## config.mk

```make
export PLATFORM = sky130hd
export DESIGN_NAME = fgcd_top
export DESIGN_NICKNAME = d
export VERILOG_FILES = /design/src/rtl/fgcd_pkg.sv /design/src/rtl/fgcd_gen_if.sv /design/src/rtl/fgcd_engine.sv /design/src/rtl/fgcd_top.sv
export SDC_FILE = /design/constraint.sdc
export NUM_CORES = 1
export LEC_CHECK = 0
export BUFFER_PORTS_ARGS = -buffer_cell sky130_fd_sc_hd__buf_2
export CAP_MARGIN = 30
export CELL_PAD_IN_SITES_DETAIL_PLACEMENT = 0
export CELL_PAD_IN_SITES_GLOBAL_PLACEMENT = 2
export CORE_ASPECT_RATIO = 0.7
export CORE_MARGIN = 4
export CORE_UTILIZATION = 38
export CTS_CLUSTER_SIZE = 24
export DETAILED_ROUTE_END_ITERATION = 10
export GPL_ROUTABILITY_DRIVEN = 0
export GPL_TIMING_DRIVEN = 1
export HOLD_SLACK_MARGIN = 0.12
export PLACE_DENSITY_LB_ADDON = 0.1
export RECOVER_POWER = 100
export SETUP_SLACK_MARGIN = 0.15
export SLEW_MARGIN = 20
export SYNTH_ARGS = -nofsm -noshare
export SYNTH_HDL_FRONTEND = slang
export SYNTH_SLANG_ARGS = --single-unit
```

## constraint.sdc

```tcl
create_clock -name i_mclk -period 5.35 [get_ports i_mclk]
set_input_delay 1.07 -clock i_mclk [delete_from_list [all_inputs] [get_ports i_mclk]]
set_output_delay 1.07 -clock i_mclk [all_outputs]
set_load 0.03 [all_outputs]
```

## src/rtl/fgcd_pkg.sv

```systemverilog
package fgcd_pkg;
    // Register word addresses
    localparam logic [15:0] ADDR_ERR_COUNT    = 16'h8008;
    localparam logic [15:0] ADDR_ODD_NIB_CNT  = 16'h8010;
    localparam logic [15:0] ADDR_ODD_PRE_CNT  = 16'h8011;
    localparam logic [15:0] ADDR_FALSE_CAR    = 16'h8013;
    localparam logic [15:0] ADDR_GEN_ENABLE   = 16'h8020;
    localparam logic [15:0] ADDR_GEN_CTRL     = 16'h8021;
    localparam logic [15:0] ADDR_GEN_CONT     = 16'h8022;
    localparam logic [15:0] ADDR_GEN_IRQ_EN   = 16'h8023;
    localparam logic [15:0] ADDR_FRAME_LEN    = 16'h8025;
    localparam logic [15:0] ADDR_GAP_LEN      = 16'h8026;
    localparam logic [15:0] ADDR_BURST_HIGH   = 16'h8027;
    localparam logic [15:0] ADDR_BURST_LOW    = 16'h8028;
    localparam logic [15:0] ADDR_BURST_DONE   = 16'h8029;

    // Field positions
    localparam int RESTART_BIT = 3;
    localparam int DTYPE_MSB   = 2;

    // Reset values
    localparam logic [2:0]  RST_DATA_TYPE = 3'h1;
    localparam logic [15:0] RST_FRAME_LEN = 16'h006b;
    localparam logic [15:0] RST_GAP_LEN   = 16'h000c;
    localparam logic [15:0] RST_BURST_HI  = 16'h0000;
    localparam logic [15:0] RST_BURST_LO  = 16'h0100;

    // Frame overhead: 6 DA, 6 SA, 2 length, 4 FCS
    localparam logic [16:0] HDR_BYTES   = 17'h0000e;
    localparam logic [16:0] FCS_BYTES   = 17'h00004;
    localparam logic [16:0] FRAME_EXTRA = 17'h00012;

    // Data field selections
    typedef enum logic [2:0] {
        DT_NONE  = 3'b000,
        DT_RAND  = 3'b001,
        DT_ZERO  = 3'b010,
        DT_ONES  = 3'b011,
        DT_ALT55 = 3'b100,
        DT_DECR  = 3'b101
    } fgcd_dtype_t;

    localparam logic [7:0]  ALT_BYTE   = 8'h55;
    localparam logic [31:0] CRC_POLY   = 32'hedb88320;
    localparam logic [15:0] LFSR_SEED  = 16'hace1;
    localparam logic [15:0] LFSR_TAPS  = 16'hb400;
endpackage : fgcd_pkg

```

## src/rtl/fgcd_gen_if.sv

```systemverilog
`timescale 1ns/1ps
`default_nettype none
// Control and byte stream between register file and frame engine
interface fgcd_gen_if;
    logic        run;
    logic        start;
    logic [2:0]  dtype;
    logic        cont;
    logic [31:0] nfrm;
    logic [15:0] flen;
    logic [15:0] ifg;
    logic        tick;
    logic        tx_valid;
    logic [7:0]  tx_data;
    logic        burst_done;

    modport ctrl   (output run, start, dtype, cont, nfrm, flen, ifg, tick,
                    input  tx_valid, tx_data, burst_done);
    modport engine (input  run, start, dtype, cont, nfrm, flen, ifg, tick,
                    output tx_valid, tx_data, burst_done);
endinterface : fgcd_gen_if
`default_nettype wire

```

## src/rtl/fgcd_engine.sv

```systemverilog
`timescale 1ns/1ps
`default_nettype none
module fgcd_engine #(
    parameter logic [47:0] DEST_ADDR = 48'hffffffffffff,
    parameter logic [47:0] SRC_ADDR  = 48'h020000000001  // Arbitrary value
) (
    input  wire logic    i_mclk,
    input  wire logic    i_reset,
    fgcd_gen_if.engine   g
);
    typedef enum logic [1:0] {
        ENG_IDLE  = 2'b00,
        ENG_FRAME = 2'b01,
        ENG_GAP   = 2'b10
    } fgcd_eng_t;

    fgcd_eng_t   state_ff;
    logic [16:0] pos_ff;
    logic [15:0] gap_ff;
    logic [31:0] remain_ff;
    logic        active_ff;
    logic        skip_ff;
    logic [31:0] crc_ff;
    logic [15:0] lfsr_ff;
    logic [7:0]  tx_data_ff;
    logic        tx_valid_ff;
    logic        done_ff;
    logic [7:0]  cur_byte;
    logic        may_begin;
    logic        last_byte;
    logic [16:0] data_end;

    // Bytewise reflected CRC-32 step
    function automatic logic [31:0] crc_step(input logic [31:0] c, input logic [7:0] d);
        logic [31:0] r;
        r = c ^ {24'h000000, d};
        for (int i = 0; i < 8; i++) begin
            r = r[0] ? ((r >> 1) ^ fgcd_pkg::CRC_POLY) : (r >> 1);
        end
        return r;
    endfunction

    // Header byte selection from a 48-bit address
    function automatic logic [7:0] addr_byte(input logic [47:0] a, input logic [16:0] idx);
        logic [47:0] s;
        s = a >> (8 * (5 - int'(idx)));
        return s[7:0];
    endfunction

    assign data_end  = fgcd_pkg::HDR_BYTES + {1'b0, g.flen};
    assign last_byte = (pos_ff == data_end + fgcd_pkg::FCS_BYTES - 17'h00001);
    // New frame only with a live burst and a data type
    // type none stops frames
    assign may_begin = active_ff && (g.dtype != fgcd_pkg::DT_NONE)
                       && (g.cont || remain_ff != 32'h0);

    // Byte at the current position of the frame
    // header, data, FCS
    always_comb begin
        logic [16:0] k;
        logic [31:0] fcs;
        k = pos_ff - data_end;
        fcs = ~crc_ff >> (8 * int'(k[1:0]));
        cur_byte = 8'h00;
        if (pos_ff < 17'h00006) begin
            cur_byte = addr_byte(DEST_ADDR, pos_ff);
        end else if (pos_ff < 17'h0000c) begin
            cur_byte = addr_byte(SRC_ADDR, pos_ff - 17'h00006);
        end else if (pos_ff == 17'h0000c) begin
            cur_byte = g.flen[15:8];
        end else if (pos_ff == 17'h0000d) begin
            cur_byte = g.flen[7:0];
        end else if (pos_ff < data_end) begin
            case (g.dtype)
                fgcd_pkg::DT_RAND:  cur_byte = lfsr_ff[7:0];
                fgcd_pkg::DT_ONES:  cur_byte = 8'hff;
                fgcd_pkg::DT_ALT55: cur_byte = fgcd_pkg::ALT_BYTE;
                fgcd_pkg::DT_DECR:  cur_byte = 8'hff - pos_ff[7:0] + 8'h0e;
                default:            cur_byte = 8'h00;
            endcase
        end else begin
            cur_byte = fcs[7:0];
        end
    end

    // Frame and gap sequencing, one step per byte slot
    always_ff @(posedge i_mclk) begin
        if (i_reset || !g.run) begin
            state_ff <= ENG_IDLE;
            pos_ff   <= 17'h00000;
            gap_ff   <= 16'h0000;
        end else if (g.tick) begin
            case (state_ff)
                ENG_IDLE: begin
                    if (may_begin) begin
                        state_ff <= ENG_FRAME;
                    end
                    pos_ff <= 17'h00000;
                end
                ENG_FRAME: begin
                    pos_ff <= pos_ff + 17'h00001;
                    if (last_byte) begin
                        state_ff <= ENG_GAP;
                        gap_ff   <= 16'h0001;
                    end
                end
                ENG_GAP: begin
                    gap_ff <= gap_ff + 16'h0001;
                    pos_ff <= 17'h00000;
                    if (gap_ff >= g.ifg) begin
                        state_ff <= may_begin ? ENG_FRAME : ENG_IDLE;
                    end
                end
                default: state_ff <= ENG_IDLE;
            endcase
        end
    end

    // Burst accounting; restart during a frame lets that frame go uncounted
    always_ff @(posedge i_mclk) begin
        if (i_reset || !g.run) begin
            active_ff <= 1'b0;
            remain_ff <= 32'h0;
            skip_ff   <= 1'b0;
            done_ff   <= 1'b0;
        end else begin
            done_ff <= 1'b0;
            if (g.start) begin
                remain_ff <= g.nfrm;
                skip_ff   <= (state_ff == ENG_FRAME);
                active_ff <= g.cont || (g.nfrm != 32'h0);
                done_ff   <= !g.cont && (g.nfrm == 32'h0);
            end else if (g.tick && state_ff == ENG_FRAME && last_byte) begin
                if (skip_ff) begin
                    skip_ff <= 1'b0;
                end else if (!g.cont) begin
                    remain_ff <= remain_ff - 32'h1;
                    if (remain_ff == 32'h1) begin
                        active_ff <= 1'b0;
                        done_ff   <= 1'b1;
                    end
                end
            end
        end
    end

    // Output byte, FCS accumulation and random source
    always_ff @(posedge i_mclk) begin
        if (i_reset || !g.run) begin
            tx_valid_ff <= 1'b0;
            tx_data_ff  <= 8'h00;
            crc_ff      <= 32'hffffffff;
            lfsr_ff     <= fgcd_pkg::LFSR_SEED;
        end else if (g.tick) begin
            tx_valid_ff <= (state_ff == ENG_FRAME);
            tx_data_ff  <= (state_ff == ENG_FRAME) ? cur_byte : 8'h00;
            if (state_ff != ENG_FRAME) begin
                crc_ff <= 32'hffffffff;
            end else if (pos_ff < data_end) begin
                crc_ff <= crc_step(crc_ff, cur_byte);
            end
            if (state_ff == ENG_FRAME && pos_ff >= fgcd_pkg::HDR_BYTES && pos_ff < data_end) begin
                lfsr_ff <= lfsr_ff[0] ? ((lfsr_ff >> 1) ^ fgcd_pkg::LFSR_TAPS) : (lfsr_ff >> 1);
            end
        end
    end

    assign g.tx_valid   = tx_valid_ff;
    assign g.tx_data    = tx_data_ff;
    assign g.burst_done = done_ff;
endmodule : fgcd_engine
`default_nettype wire

```

## src/rtl/fgcd_top.sv

```systemverilog
`timescale 1ns/1ps
`default_nettype none
module fgcd_top (
    input  wire logic        i_mclk,
    input  wire logic        i_reset,
    input  wire logic [15:0] i_reg_addr,
    input  wire logic        i_reg_wr,
    input  wire logic        i_reg_rd,
    input  wire logic [15:0] i_reg_wdata,
    output logic      [15:0] o_reg_rdata,
    output logic             o_reg_rvalid,
    input  wire logic        i_odd_nibble_evt,
    input  wire logic        i_odd_preamble_evt,
    input  wire logic        i_bad_delim_evt,
    input  wire logic        i_byte_tick,
    input  wire logic        i_mac_tx_en,
    input  wire logic [7:0]  i_mac_tx_data,
    output logic             o_tx_en,
    output logic      [7:0]  o_tx_data,
    output logic             o_gen_irq_evt
);
    fgcd_gen_if gen ();

    logic        gen_on_ff;
    logic [2:0]  data_type_ff;
    logic        cont_on_ff;
    logic        irq_on_ff;
    logic [15:0] frame_len_ff;
    logic [15:0] gap_len_ff;
    logic [15:0] burst_hi_ff;
    logic [15:0] burst_lo_ff;
    logic        start_ff;
    logic        done_flag_ff;
    logic [15:0] odd_nib_live_ff;
    logic [15:0] odd_pre_live_ff;
    logic [15:0] false_car_live_ff;
    logic [15:0] odd_nib_lat_ff;
    logic [15:0] odd_pre_lat_ff;
    logic [15:0] false_car_lat_ff;
    logic [15:0] rdata_ff;
    logic        rvalid_ff;
    logic        tx_en_ff;
    logic [7:0]  tx_data_ff;
    logic        irq_ff;
    logic [15:0] nxt_rdata;
    logic        wr_on;
    logic        wr_ctrl;
    logic        rd_done;
    logic        rd_err;

    function automatic logic hit(input logic [15:0] a, input logic [15:0] reg_addr);
        return a == reg_addr;
    endfunction

    assign wr_on   = i_reg_wr && hit(i_reg_addr, fgcd_pkg::ADDR_GEN_ENABLE);
    assign wr_ctrl = i_reg_wr && hit(i_reg_addr, fgcd_pkg::ADDR_GEN_CTRL);
    assign rd_done = i_reg_rd && hit(i_reg_addr, fgcd_pkg::ADDR_BURST_DONE);
    assign rd_err  = i_reg_rd && hit(i_reg_addr, fgcd_pkg::ADDR_ERR_COUNT);

    // Writable generator configuration
    always_ff @(posedge i_mclk) begin
        if (i_reset) begin
            gen_on_ff    <= 1'b0;
            data_type_ff <= fgcd_pkg::RST_DATA_TYPE;
            cont_on_ff   <= 1'b0;
            irq_on_ff    <= 1'b0;
            frame_len_ff <= fgcd_pkg::RST_FRAME_LEN;
            gap_len_ff   <= fgcd_pkg::RST_GAP_LEN;
            burst_hi_ff  <= fgcd_pkg::RST_BURST_HI;
            burst_lo_ff  <= fgcd_pkg::RST_BURST_LO;
        end else if (i_reg_wr) begin
            case (i_reg_addr)
                fgcd_pkg::ADDR_GEN_ENABLE: gen_on_ff    <= i_reg_wdata[0];
                fgcd_pkg::ADDR_GEN_CTRL:   data_type_ff <= i_reg_wdata[fgcd_pkg::DTYPE_MSB:0];
                fgcd_pkg::ADDR_GEN_CONT:   cont_on_ff   <= i_reg_wdata[0];
                fgcd_pkg::ADDR_GEN_IRQ_EN: irq_on_ff    <= i_reg_wdata[0];
                fgcd_pkg::ADDR_FRAME_LEN:  frame_len_ff <= i_reg_wdata;
                fgcd_pkg::ADDR_GAP_LEN:    gap_len_ff   <= i_reg_wdata;
                fgcd_pkg::ADDR_BURST_HIGH: burst_hi_ff  <= i_reg_wdata;
                fgcd_pkg::ADDR_BURST_LOW:  burst_lo_ff  <= i_reg_wdata;
                default:                   ;
            endcase
        end
    end

    // Start on enable rise or restart while on; restart reads back 0
    // self-clearing restart
    always_ff @(posedge i_mclk) begin
        if (i_reset) begin
            start_ff <= 1'b0;
        end else begin
            start_ff <= (wr_on && i_reg_wdata[0] && !gen_on_ff)
                        || (wr_ctrl && i_reg_wdata[fgcd_pkg::RESTART_BIT] && gen_on_ff);
        end
    end

    assign gen.run   = gen_on_ff;
    assign gen.start = start_ff;
    assign gen.dtype = data_type_ff;
    assign gen.cont  = cont_on_ff;
    assign gen.nfrm  = {burst_hi_ff, burst_lo_ff};
    assign gen.flen  = frame_len_ff;
    assign gen.ifg   = gap_len_ff;
    assign gen.tick  = i_byte_tick;

    fgcd_engine u_engine (
        .i_mclk  (i_mclk),
        .i_reset (i_reset),
        .g       (gen.engine)
    );

    // Sticky completion flag; a completion in the read cycle survives
    // set wins over read
    always_ff @(posedge i_mclk) begin
        if (i_reset) begin
            done_flag_ff <= 1'b0;
        end else if (gen.burst_done) begin
            done_flag_ff <= 1'b1;
        end else if (rd_done) begin
            done_flag_ff <= 1'b0;
        end
    end

    // Completion event toward the subsystem status flag
    // gated by interrupt enable
    always_ff @(posedge i_mclk) begin
        if (i_reset) begin
            irq_ff <= 1'b0;
        end else begin
            irq_ff <= gen.burst_done && irq_on_ff;
        end
    end

    // Live checker counters, wrapping at 16 bits
    always_ff @(posedge i_mclk) begin
        if (i_reset) begin
            odd_nib_live_ff   <= 16'h0000;
            odd_pre_live_ff   <= 16'h0000;
            false_car_live_ff <= 16'h0000;
        end else begin
            if (i_odd_nibble_evt) begin
                odd_nib_live_ff <= odd_nib_live_ff + 16'h0001;
            end
            if (i_odd_preamble_evt) begin
                odd_pre_live_ff <= odd_pre_live_ff + 16'h0001;
            end
            if (i_bad_delim_evt) begin
                false_car_live_ff <= false_car_live_ff + 16'h0001;
            end
        end
    end

    // Snapshot on error counter read; same-cycle events show next time
    // common capture
    always_ff @(posedge i_mclk) begin
        if (i_reset) begin
            odd_nib_lat_ff   <= 16'h0000;
            odd_pre_lat_ff   <= 16'h0000;
            false_car_lat_ff <= 16'h0000;
        end else if (rd_err) begin
            odd_nib_lat_ff   <= odd_nib_live_ff;
            odd_pre_lat_ff   <= odd_pre_live_ff;
            false_car_lat_ff <= false_car_live_ff;
        end
    end

    // Read mux; the latched counters have no write path
    // read-only latched counters
    always_comb begin
        nxt_rdata = 16'h0000;
        case (i_reg_addr)
            fgcd_pkg::ADDR_ODD_NIB_CNT: nxt_rdata = odd_nib_lat_ff;
            fgcd_pkg::ADDR_ODD_PRE_CNT: nxt_rdata = odd_pre_lat_ff;
            fgcd_pkg::ADDR_FALSE_CAR:   nxt_rdata = false_car_lat_ff;
            fgcd_pkg::ADDR_GEN_ENABLE:  nxt_rdata = {15'h0000, gen_on_ff};
            fgcd_pkg::ADDR_GEN_CTRL:    nxt_rdata = {13'h0000, data_type_ff};
            fgcd_pkg::ADDR_GEN_CONT:    nxt_rdata = {15'h0000, cont_on_ff};
            fgcd_pkg::ADDR_GEN_IRQ_EN:  nxt_rdata = {15'h0000, irq_on_ff};
            fgcd_pkg::ADDR_FRAME_LEN:   nxt_rdata = frame_len_ff;
            fgcd_pkg::ADDR_GAP_LEN:     nxt_rdata = gap_len_ff;
            fgcd_pkg::ADDR_BURST_HIGH:  nxt_rdata = burst_hi_ff;
            fgcd_pkg::ADDR_BURST_LOW:   nxt_rdata = burst_lo_ff;
            fgcd_pkg::ADDR_BURST_DONE:  nxt_rdata = {15'h0000, done_flag_ff};
            default:                    nxt_rdata = 16'h0000;
        endcase
    end

    // Read answer one cycle after the strobe
    always_ff @(posedge i_mclk) begin
        if (i_reset) begin
            rdata_ff  <= 16'h0000;
            rvalid_ff <= 1'b0;
        end else begin
            rvalid_ff <= i_reg_rd;
            if (i_reg_rd) begin
                rdata_ff <= nxt_rdata;
            end
        end
    end

    // Transmit source select; switching mid-frame truncates that frame
    // generator replaces MAC data
    always_ff @(posedge i_mclk) begin
        if (i_reset) begin
            tx_en_ff   <= 1'b0;
            tx_data_ff <= 8'h00;
        end else if (gen_on_ff) begin
            tx_en_ff   <= gen.tx_valid;
            tx_data_ff <= gen.tx_data;
        end else begin
            tx_en_ff   <= i_mac_tx_en;
            tx_data_ff <= i_mac_tx_data;
        end
    end

    assign o_reg_rdata   = rdata_ff;
    assign o_reg_rvalid  = rvalid_ff;
    assign o_tx_en       = tx_en_ff;
    assign o_tx_data     = tx_data_ff;
    assign o_gen_irq_evt = irq_ff;
endmodule : fgcd_top
`default_nettype wire

```

After elaboration in Yosys (flattened, before gate mapping)
Cells that the tools add are included.
{"block": "word_totals", "regBits": 322, "input_bits": 49}
{"block": "classes", "addsub": 15, "order_cmp": 5, "n_eq_ne": 29, "n_shift": 3, "mux": 47, "bitwise_logic": 11, "reduce_logical": 49}
{"op": "32-bit two-way mux", "count": 14}
{"op": "16-bit == test (second input constant)", "count": 13}
{"op": "16-bit case mux with 12 select lines", "count": 1}
{"op": "13-bit inverter with 14-bit output", "count": 8}
{"op": "16-bit by 1-bit adder with 16-bit output (second input constant)", "count": 4}
{"op": "32-bit nonzero test", "count": 2}
{"op": "8-bit two-way mux", "count": 7}
{"op": "48-bit by 32-bit >> shifter with 8-bit output (first input constant)", "count": 1}
{"op": "42-bit by 32-bit >> shifter with 8-bit output (first input constant)", "count": 1}
{"op": "3-bit by 17-bit subtractor with 18-bit output (first input constant)", "count": 2}
{"op": "17-bit by 4-bit == test with 1-bit output (second input constant)", "count": 2}
{"op": "17-bit case mux with 2 select lines", "count": 1}
{"op": "32-bit by 1-bit == test with 1-bit output (second input constant)", "count": 1}
{"op": "32-bit zero test", "count": 1}
{"op": "16-bit two-way mux", "count": 2}
{"op": "32-bit inverter", "count": 1}
{"op": "16-bit case mux with 2 select lines", "count": 1}
{"op": "8-bit case mux with 4 select lines", "count": 1}
{"op": "32-bit by 5-bit >> shifter with 8-bit output", "count": 1}
{"op": "32-bit by 1-bit subtractor with 32-bit output (second input constant)", "count": 1}
{"op": "32-bit by 8-bit XOR with 32-bit output", "count": 1}
{"op": "2-bit AND reduction", "count": 11}
{"op": "17-bit by 1-bit adder with 17-bit output (second input constant)", "count": 1}
{"op": "17-bit by 3-bit adder with 17-bit output (second input constant)", "count": 1}
{"op": "32 further kinds", "count": 80}

Logic depth before layout (Yosys ltp)
Gate-level depths: netlist of the first run.
{"block": "depth", "word_depth": 27, "mapped_depth": 20, "depth_no_buf": 18}

Modules after synthesis
From an unflattened synthesis of the first run, not the netlist that was laid out.
{"block": "unflattened", "cells_unflattened": 2174, "area_unflattened_um2": 17829.6}
{"mod": "fgcd_engine", "instances": 1, "cells_per_inst": 1190, "area_each_um2": 9565.4, "seq_area_each_um2": 2542.4}
{"mod": "fgcd_top", "instances": 1, "cells_per_inst": 984, "area_each_um2": 8264.2, "seq_area_each_um2": 3903.7}

Worst setup path before layout of the first run
Ideal clock, no wire load.
{"block": "synth_timing", "path_type": "register to register", "from": "register frame_len_ff[1]", "to": "register u_engine.crc_ff[19]", "setup_time_ns": 0.132, "arrival_ns": 4.514, "slack_ns": 0.703, "path_stages_with_launch": 19, "path_cell_list": "dfxtp_1 -> inv_1 -> ha_1 -> nor2b_1 -> clkbuf_1 -> or3_1 -> nand2_2 -> inv_1 -> ha_1 -> nand4_1 -> a2111oi_2 -> nor3_1 -> mux2i_1 -> o21ai_0 -> xor2_1 -> xnor2_1 -> xor2_1 -> xor2_1 -> a21oi_1"}
{"block": "synth_via", "elab_chain_cells": 24, "elab_cells_between_ends": 29, "classes_between": "2 x add/sub; 1 x order compare; 1 x shift; 15 x mux; 8 x bitwise; 2 x reduce/logical"}
{"item": "start: declaration", "line_no": "fgcd_top.sv:28", "source": "logic [15:0] frame_len_ff;"}
{"item": "start signal: assignment", "line_no": "fgcd_top.sv:67", "source": "frame_len_ff <= fgcd_pkg::RST_FRAME_LEN;"}
{"item": "start signal: assignment", "line_no": "fgcd_top.sv:77", "source": "fgcd_pkg::ADDR_FRAME_LEN: frame_len_ff <= i_reg_wdata;"}
{"item": "4-bit by 16-bit adder with 17-bit output", "line_no": "fgcd_engine.sv:50", "source": "assign data_end = fgcd_pkg::HDR_BYTES + {1'b0, g.flen};"}
{"item": "2-bit subtractor", "line_no": "fgcd_engine.sv:62", "source": "k = pos_ff - data_end;"}
{"item": "32-bit by 5-bit >> shifter with 8-bit output", "line_no": "fgcd_engine.sv:63", "source": "fcs = ~crc_ff >> (8 * int'(k[1:0]));"}
{"item": "8-bit two-way mux", "line_no": "fgcd_engine.sv:73", "source": "end else if (pos_ff < data_end) begin"}
{"item": "8-bit two-way mux", "line_no": "fgcd_engine.sv:71", "source": "end else if (pos_ff == 17'h0000d) begin"}
{"item": "8-bit two-way mux", "line_no": "fgcd_engine.sv:69", "source": "end else if (pos_ff == 17'h0000c) begin"}
{"item": "8-bit two-way mux", "line_no": "fgcd_engine.sv:67", "source": "end else if (pos_ff < 17'h0000c) begin"}
{"item": "8-bit two-way mux", "line_no": "fgcd_engine.sv:65", "source": "if (pos_ff < 17'h00006) begin"}
{"item": "(+8 left out)"}
{"item": "13-bit inverter with 14-bit output (no source line)"}
{"item": "32-bit two-way mux", "line_no": "fgcd_engine.sv:38", "source": "r = r[0] ? ((r >> 1) ^ fgcd_pkg::CRC_POLY) : (r >> 1);"}
{"item": "13-bit inverter with 14-bit output (no source line)"}
{"item": "32-bit two-way mux", "line_no": "fgcd_engine.sv:38"}
{"item": "13-bit inverter with 14-bit output (no source line)"}
{"item": "32-bit two-way mux", "line_no": "fgcd_engine.sv:38"}
{"item": "32-bit two-way mux", "line_no": "fgcd_engine.sv:159", "source": "end else if (pos_ff < data_end) begin"}
{"item": "32-bit two-way mux", "line_no": "fgcd_engine.sv:157", "source": "if (state_ff != ENG_FRAME) begin"}
{"item": "end signal: assignment", "line_no": "fgcd_engine.sv:160", "source": "crc_ff <= crc_step(crc_ff, cur_byte);"}
{"item": "end: declaration", "line_no": "fgcd_engine.sv:23", "source": "logic [31:0] crc_ff;"}
Parallel ways exist; a longest one is shown, timed or not. The select of a mux whose other input is x is not followed.
A chain may end at the register's enable or synchronous reset.

Worst setup path after layout of the first run
Same ends and word-level chain as after synthesis.

==> results of run 1 <==
==> flip-flops by register name, summed over array words and instances (netlist names), 2 cells and up <==
name and count:
odd_nib_lat_ff 16, u_engine.state_ff 2, u_engine.crc_ff 32, odd_pre_live_ff 16, false_car_live_ff 16, burst_hi_ff 16
frame_len_ff 16, u_engine.g.tx_data 8, u_engine.lfsr_ff 16, u_engine.gap_ff 16, gap_len_ff 16, u_engine.remain_ff 32
false_car_lat_ff 16, odd_nib_live_ff 16, odd_pre_lat_ff 16, u_engine.pos_ff 17, burst_lo_ff 16, o_reg_rdata 16
data_type_ff 3, o_tx_data 8
==> per-layer routing <==
metal / routed length, um / share of wire
met1: 33900 / 0.53
met2: 23150 / 0.37
met3: 5561 / 0.088
met4: 775 / 0.012
met5: 0 / 0
==> metrics by stage <==
| stage | cells | hold WS (ns) | total power (uW) | utilization |
|---|---|---|---|---|
| 2_1_floorplan | 2216 | 0.4094 | 2536 | - |
| 3_3_place_gp | 2808 | 0.4237 | 2604 | 0.4104 |
| 3_5_place_dp | 2809 | 0.4329 | 2605 | 0.4106 |
| 4_1_cts | 2873 | 0.4402 | 5277 | 0.4387 |
| 5_1_grt | 2874 | 0.4609 | 5395 | 0.4379 |
| 6_report | 2875 | 0.4375 | 5217 | 0.4380 |
==> path summary, 6_finish.rpt <==
path         slack [ns]               endpoint  cells past startpoint
max reg2reg        0.37    u_engine.crc_ff[19]                     18
min reg2reg        0.44  u_engine.g.tx_data[3]                      2
min                0.44  u_engine.g.tx_data[3]                      2
max                0.37    u_engine.crc_ff[19]                     18
==> cells in the final DEF (no fill, tap or decap), types with 33 or more instances in the layout <==
cell type	Yosys	layout
nand2_1	361	361
dfxtp_1	322	322
a21oi_1	228	228
nor2_1	194	194
o21ai_0	126	125
xnor2_1	94	93
xor2_1	87	87
nand3_1	62	62
buf_4	4	53
ha_1	52	52
mux2i_1	49	49
buf_2	11	47
clkbuf_1	118	39
a22oi_1	39	38
clkbuf_16	0	38
inv_1	37	37
nor3_1	33	33
==> final cells by class <==
class,instances,share of cell area
sequential,322,0.3243
clock inverter,9,0.006421
multi-input combinational,1709,0.5272
clock buffer,55,0.05760
tap,603,0.03796
inverter,38,0.007177
antenna,1,0.0001259
timing repair buffer,138,0.03922
==> cell usage after synthesis, types with 37 or more instances <==
cell / n / area, um^2
nor2_1: 194 / 728.2
clkbuf_1: 118 / 442.9
nand2_1: 361 / 1355
inv_1: 37 / 138.9
mux2i_1: 49 / 490.5
a22oi_1: 39 / 292.8
nand3_1: 62 / 310.3
o21ai_0: 126 / 630.6
xnor2_1: 94 / 823.3
ha_1: 52 / 650.6
dfxtp_1: 322 / 6446
a21oi_1: 228 / 1141
xor2_1: 87 / 762.0
==> power groups by stage <==
| stage | clock, uW | combinational (uW) | sequential [uW] |
|---|---|---|---|
| after detailed placement | 0 | 138 | 2470 |
| after CTS | 2720 | 138 | 2410 |
| after global routing | 2830 | 146 | 2410 |
| after global placement | 0 | 137 | 2470 |
| final | 2670 | 137 | 2410 |
| after floorplan | 0 | 62.0 | 2470 |
==> logic make-up after synthesis <==
group / after synthesis
simple gates: 883
compound gates: 531
flops: 322
buf+inv: 185
xor+xnor: 184
mux: 59
fa+ha+maj: 52
==> worst min-delay path, cell delays in order, from the launching register on <==
cell and delay (ns):
dfxtp_1 0.31, nand2_1 0.05, nand2_1 0.04
==> what timing repair did <==
| item | CTS | global route |
|---|---|---|
| endpoints found under the setup margin | 0 | 25 |
| resized for setup | 0 | 11 |
| endpoints found under the hold margin | 0 | 0 |
==> run summary, run 1 <==
The post-layout instance area came out at about 0.020 mm^2. The clock period minus worst slack came out at 4.985 ns. The TritonCTS sink count came out at 322. The post-synthesis compound-gate area fraction is 0.1805. Timing would allow up to 0.2006 GHz.

Data arrives at the worst endpoint at 5.41 ns. The detail-routed via count per cell came out at 5.681. The global-route track usage on met3 is 0.06348. The area of the multi-input gates is 0.01048 mm^2. The part of the power in the clock network came out at 0.511.

Once detail routing completed, the nets flagged for antenna violations numbered 0. The share of the clock period used by the worst path after layout is 0.9317. The final number of setup-violating endpoints is 0. For this run, global-route usage on met2 was measured as 0.3124. Once placement finished, the instance area stood at 0.01863 mm^2. The number of pins with negative max-slew slack in the final report came to roughly 250. The analysis attributes to cell leakage a power of 0.007068 uW. The share of total power dissipated in combinational logic is 0.026.

The startpoint identified for the worst register-to-register timing path is frame_len_ff[1]. The number of distinct library cells after synthesis is 91. The width of the chip came out at 265.3 um.

Registers take 0.006446 mm^2. The pin count of the biggest net entering global routing came out at around 110. met1 is the most crowded layer. Clock skew on the completed layout was measured at 0.02418 ns. The count of yosys warnings during synthesis is 0. The number of port buffers is between 70 and 80. The synthesized instance count came out at 2216. The layout filler cell count is 4678. The worst-case headroom to the max-slew limit came out at -0.6312.

TritonCTS built the clock tree. The library cell appearing most often on the critical path is xnor2_1. The checks that failed: capacitance limit, slew limit. The routed layout has 16334 vias. The switching power total is 1193 uW. The maximum ir drop on the vdd rail is ~0.18 mV. The stage delay of the slowest cell on the critical path is 0.51 ns. The clock tree buffer depth came out at 3.

The starting utilization of the core area is 0.3879. The post-synthesis async set-or-reset flop share came out at 0. Of the total power, the share spent switching nets is 0.2287. The number of violations of the max-capacitance limit is 4. The global router's overall resource usage came out at 0.2488. The simple-gate area share of the yosys netlist is 0.2410. The number of top-level pins is 76. Setup repair after global routing left no endpoint under its margin. The total negative setup slack came out at 0 ns. The worst setup path is of the register to register kind. After the last flow step, the layout net total stands at 2347. The netlist area before placement is about 0.018 mm^2. The DRC violation count after routing came out at 0. In this run the number of H-tree levels came out at 2. Before CTS, the worst setup slack after placement is 0.2440 ns. The tightest min-delay check is of the register to register type. The floorplan has 65 rows.

Data on the critical path is required at its endpoint by 5.77 ns. The number of buffers and inverters on the critical path is 2. At the later pin of the worst-skew pair, clock insertion delay measures about 0.55 ns. The dominant synthesized flop cell is dfxtp_1. The smallest setup slack after layout is 0.3653 ns. The number of flip-flops and latches in the synthesized netlist came out at 322. The part of the power in registers is 0.463. The detailed-placement wirelength estimate is 47.31 mm.

The proportion of synthesized area in mux cells is 0.04066. The global-route wire length before repair is about 97 mm. The post-synthesis net count came out at 2317. The share of synthesized cell area in full adder, half adder and majority cells came out at 0.03696. After clock tree synthesis, the clock-pin slew on the worst setup and hold paths is 0.06 ns. On the critical path, the stage with the largest delay is an instance of dfxtp_1. By area, the combinational part of the netlist is dominated by simple AND/OR/NAND/NOR gates. The leftover overflow at the end of global routing is 0. The pre-antenna-repair detailed-routing pass consisted of 5 iterations. The flow ran to the end, but the final reports show violations. Wires add up to 63.38 mm.

The signal on the critical path passes through inv_1 -> ha_1 -> clkbuf_1 -> nand2b_1 -> nand3_1 -> xor2_1 -> ha_1 -> nand4_1 -> nor2_1 -> a22o_1 -> o31a_1 -> or4_1 -> and4_1 -> xnor2_1 -> xnor2_1 -> xnor2_1 -> xor2_1 -> a21oi_1. After the first detailed-routing iteration, the DRC count stood at 1675. Dividing the detail-routed wire length by the instance count gives 22.05 um. The die boundary height is between 150 and 200 um. The layout-stage area growth over the synthesis result came out at 12.91%. The floorplan die area is 0.04989 mm^2. The kind of cell with the highest combined delay along the critical path is simple AND/OR/NAND/NOR gates.

The initial antenna violation count came to 2. The number of flops mapped to enable cells by yosys came out at 0. The total CTS buffers came out at 37.

Of all nets on the critical path, the largest fanout is 8. The critical path starts at frame_len_ff[1]. The number of hold buffers added after CTS was 0. The internal power contribution is 4024 uW. The worst setup path is captured at a register. The share of synthesized area occupied by flip-flops and latches is 0.3662.

In this run the mean area of a mapped cell was 7.944 um^2. The critical path startpoint category is a register. The tree is rooted in a clkbuf_16. After clock tree synthesis, the setup repair step added 0 buffers.

Of the total synthesized cell area, the portion taken by XOR and XNOR cells is 0.09361. The number of global-route vias before repair came to approximately 15000. For this run, global-route usage on met1 was measured as 0.4168. The start point of the worst min-delay path is u_engine.g.tx_data[3]. In this run the power density over the cells is between 200 and 300 mW/mm^2. The floorplan core area is 0.04538 mm^2. The number of hold-slack violations in the final timing report came out at 0. The transition at the pin with the smallest max-transition slack is between 2 and 2.5 ns. The share of layout cells above drive strength 1 came out at 0.08983.
Note: power is estimated with default switching activity, not from simulation.
==> run 2: changes to the inputs <==
--- a/config.mk
+++ b/config.mk
@@ -19,6 +19,7 @@
 export HOLD_SLACK_MARGIN = 0.12
 export PLACE_DENSITY_LB_ADDON = 0.1
 export RECOVER_POWER = 100
+export REMOVE_ABC_BUFFERS = 1
 export SETUP_SLACK_MARGIN = 0.15
 export SLEW_MARGIN = 20
 export SYNTH_ARGS = -nofsm -noshare
==> run 2 against run 1 <==
The flow still finishes with violations (capacitance limit, slew limit); critical path depth is 4 lower; non-clock buffer count is 5 higher; flip-flop and latch count stayed put; routed wire length is 2.7% lower; global-route usage is 0.80 points lower; sequential share of layout area hardly changed; clock skew is 0.0081 ns lower; die area stayed put; register-to-register slack worse by 0.10 ns; final cell count is 0.17% higher; via count is 0.40% lower; hold slack better by 0.0011 ns; critical endpoint is now u_engine.gap_ff[4]; largest power group unchanged.
==> run summary, run 2 (synthesis gave the netlist of run 1 again) <==
The transition at the pin with the smallest max-transition slack came out at 2.344 ns (-0.1029 ns). The layout-stage area growth over the synthesis result came out at 12.93% (about the same). In this run the most critical hold path is launched from odd_pre_live_ff[10]. The cell count of the worst reg-to-reg path came out at 14 (-4). The final number of setup-violating endpoints came to 0 (unchanged). In the final layout, the registers with the most flip-flops are u_engine.crc_ff x32, u_engine.remain_ff x32, u_engine.pos_ff x17. The floorplan core area was 0.04538 mm^2 (unchanged). The detailed-placement wirelength estimate came out at 45.60 mm (-3.6%). The number of pins with negative max-slew slack in the final report is 86 (-65%). The leftover overflow at the end of global routing is 0 (unchanged). The length of the first detailed-routing pass in iterations is 5 (unchanged). The share of the clock period used by the worst path after layout came out at 0.9508 (+0.01912). The detail-routed via count per cell is 5.649 (-0.57%). Setup repair after global routing could not meet its margin everywhere. The global-route wire length before repair came out at 94.37 mm (-2.7%). The arrival time of the worst setup path was 5.50 ns (+0.09 ns).

The library cells used most frequently in the layout, excluding fill and tap cells, are nand2_1 (361), dfxtp_1 (322), a21oi_1 (228). The class of the tightest hold or removal check is register to register. The pin count of the biggest net entering global routing is 91 (-20%). The starting utilization of the core area was 0.3879 (unchanged).

The overall power after layout is 5194 uW (-0.45%). The DRC violation count after routing is 0 (unchanged). The count of nets left with antenna violations after detail routing came out at 0 (unchanged). The total CTS buffers came out at 37 (unchanged). The slack of the worst reg-to-reg path came out at 0.26 ns (-0.10 ns). The tree is rooted in a clkbuf_16.

The worst clock skew is 0.01610 ns (-0.008088 ns). The average wire per cell in the routed design came out at 21.41 um (-2.9%). The total detailed-routing wirelength is 61.67 mm (-2.7%).

The setup slack at placement came out at 0.1474 ns (-0.09654 ns). The signal on the critical path passes through inv_1 -> ha_1 -> and3b_1 -> a21oi_1 -> a211o_1 -> or4b_2 -> xnor2_1 -> or2_2 -> or3_1 -> nor3_2 -> buf_4 -> nand2b_1 -> clkbuf_2 -> nor2_1. The width of the chip came to 265.3 um (unchanged). The startpoint of the worst-slack reg-to-reg timing path is frame_len_ff[1]. The number of hold-slack violations in the final timing report is 0 (unchanged). The stage delay of the slowest cell on the critical path came out at 0.72 ns (+0.21 ns).

The sum of buffers and inverters on the critical path is 3 (+1). The data required time at the worst endpoint came out at 5.76 ns (about the same). The maximum achievable frequency is 0.1966 GHz (-2.0%). The number of port buffers is 75 (unchanged). The final cell utilization of the core came to 0.4380 (about the same). The total number of vias is 16269 (-0.40%). By startpoint and endpoint, the worst setup path is classified as register to register. The number of violations of the max-capacitance limit was 2 (-2).

The clock tree buffer depth came out at 3 (unchanged). The maximum ir drop on the vdd rail came out at 0.1683 mV (-7.2%). The flow ran to the end, but the final reports show violations. The hold buffer count at CTS came to 0 (unchanged). The library cell used most frequently in the layout, excluding fill and tap cells, is nand2_1. The die boundary height is 188.1 um (unchanged). For this design, the slowest cell found on the critical path is nor3_2. The worst setup path is launched from a register. The insertion delay to the later sink of the worst-skew pair is 0.54 ns (about the same). The layout filler cell count is 4603 (-1.6%). The final hold slack was 0.4386 ns (+0.001128 ns). The total negative setup slack came to 0 ns (unchanged).

The number of nets at the end of the flow came to 2352 (+0.21%). The number of instances on the worst hold path came out at 2 (unchanged). The clock period minus worst slack is 5.087 ns (+0.1023 ns). The initial antenna violation count came out at 0 (-2). The clock input transition at the sequential cells of the worst setup and hold paths came out at 0.06 ns (about the same). The smallest setup slack after layout came out at 0.2630 ns (-0.1023 ns). The worst register-to-register path ends at u_engine.gap_ff[4].

The number of global-route vias before repair came out at 15217 (+0.24%). The floorplan die area came out at 0.04989 mm^2 (unchanged). The checks that failed: capacitance limit, slew limit. TritonCTS built the clock tree. The power per cell area came out at 261.3 mW/mm^2 (-0.47%). The share of layout cells above drive strength 1 came out at 0.08963 (-0.0001973).

STA classifies the critical path endpoint as a register. The worst-case headroom to the max-slew limit was -0.5627 (+0.06859). The maximum fanout along the worst path came out at 14 (+6). The number of top-level pins is 76 (unchanged). The global router's overall resource usage is 0.2408 (-0.008025). The violation count after the first detailed-route iteration is 1352 (-19%).

In this design, the largest share of critical-path delay is due to simple AND/OR/NAND/NOR gates. The total number of H-tree levels came to 2 (unchanged). The destination of the worst hold path is odd_pre_lat_ff[10].

The number of rows in the core area is 65 (unchanged). The leakage power came to 0.007065 uW (about the same). The TritonCTS sink count is 322 (unchanged).
==> run 2: what timing repair did <==
item,CTS,global route
setup endpoints to repair,1,20
gates resized for setup,1,7
buffers inserted,0,5
pin swaps,0,2
==> run 2: tightest hold or removal path, cell delays in order, from the launching register on <==
cell and delay (ns):
dfxtp_1 0.30, nand2_1 0.05, a21oi_1 0.05
==> run 2: how the worst max path moves through the flow <==
stage | end | slack (ns) | cells past startpoint | start
final | u_engine.gap_ff[4] | 0.26 | 14 | frame_len_ff[1]
after global routing | u_engine.crc_ff[16] | 0.04 | 18 | frame_len_ff[1]
after detailed placement | u_engine.crc_ff[16] | 0.15 | 17 | frame_len_ff[1]
after CTS | u_engine.crc_ff[16] | 0.17 | 15 | frame_len_ff[1]
after global placement | u_engine.crc_ff[16] | 0.12 | 17 | frame_len_ff[1]
after floorplan | u_engine.crc_ff[19] | 0.76 | 17 | frame_len_ff[1]
==> run 2: area by class of cell <==
type	instances	area, um^2	area share
Clock buffer	54	1101	0.05539
Timing Repair Buffer	143	830.8	0.04179
Multi-Input combinational cell	1709	10460	0.5259
Clock inverter	10	146.4	0.007364
Antenna cell	1	2.502	0.0001259
Sequential cell	322	6446	0.3243
Inverter	38	142.6	0.007175
Tap cell	603	754.5	0.03795
==> run 2: through the flow <==
step,std cells,cell area (um^2)
floorplan,2069,17020
global placement,2806,18610
detailed placement,2809,18650
CTS,2873,19900
global route,2879,19880
finish,2880,19880
==> run 2: layer usage <==
metal,track usage,vias up,wire (um)
li1,-,7871,-
met1,0.3789,7821,31600
met2,0.3163,516,23420
met3,0.07712,61,5666
met4,0.04467,0,981
met5,0,-,0
==> run 2: power by group <==
group	total (uW)	leakage, uW	switching, uW	internal, uW
sequential	2410	0.00260	7.31	2410
combinational	136	0.00385	100	35.4
clock	2640	0.000616	1070	1580
total	5190	0.00707	1180	4020
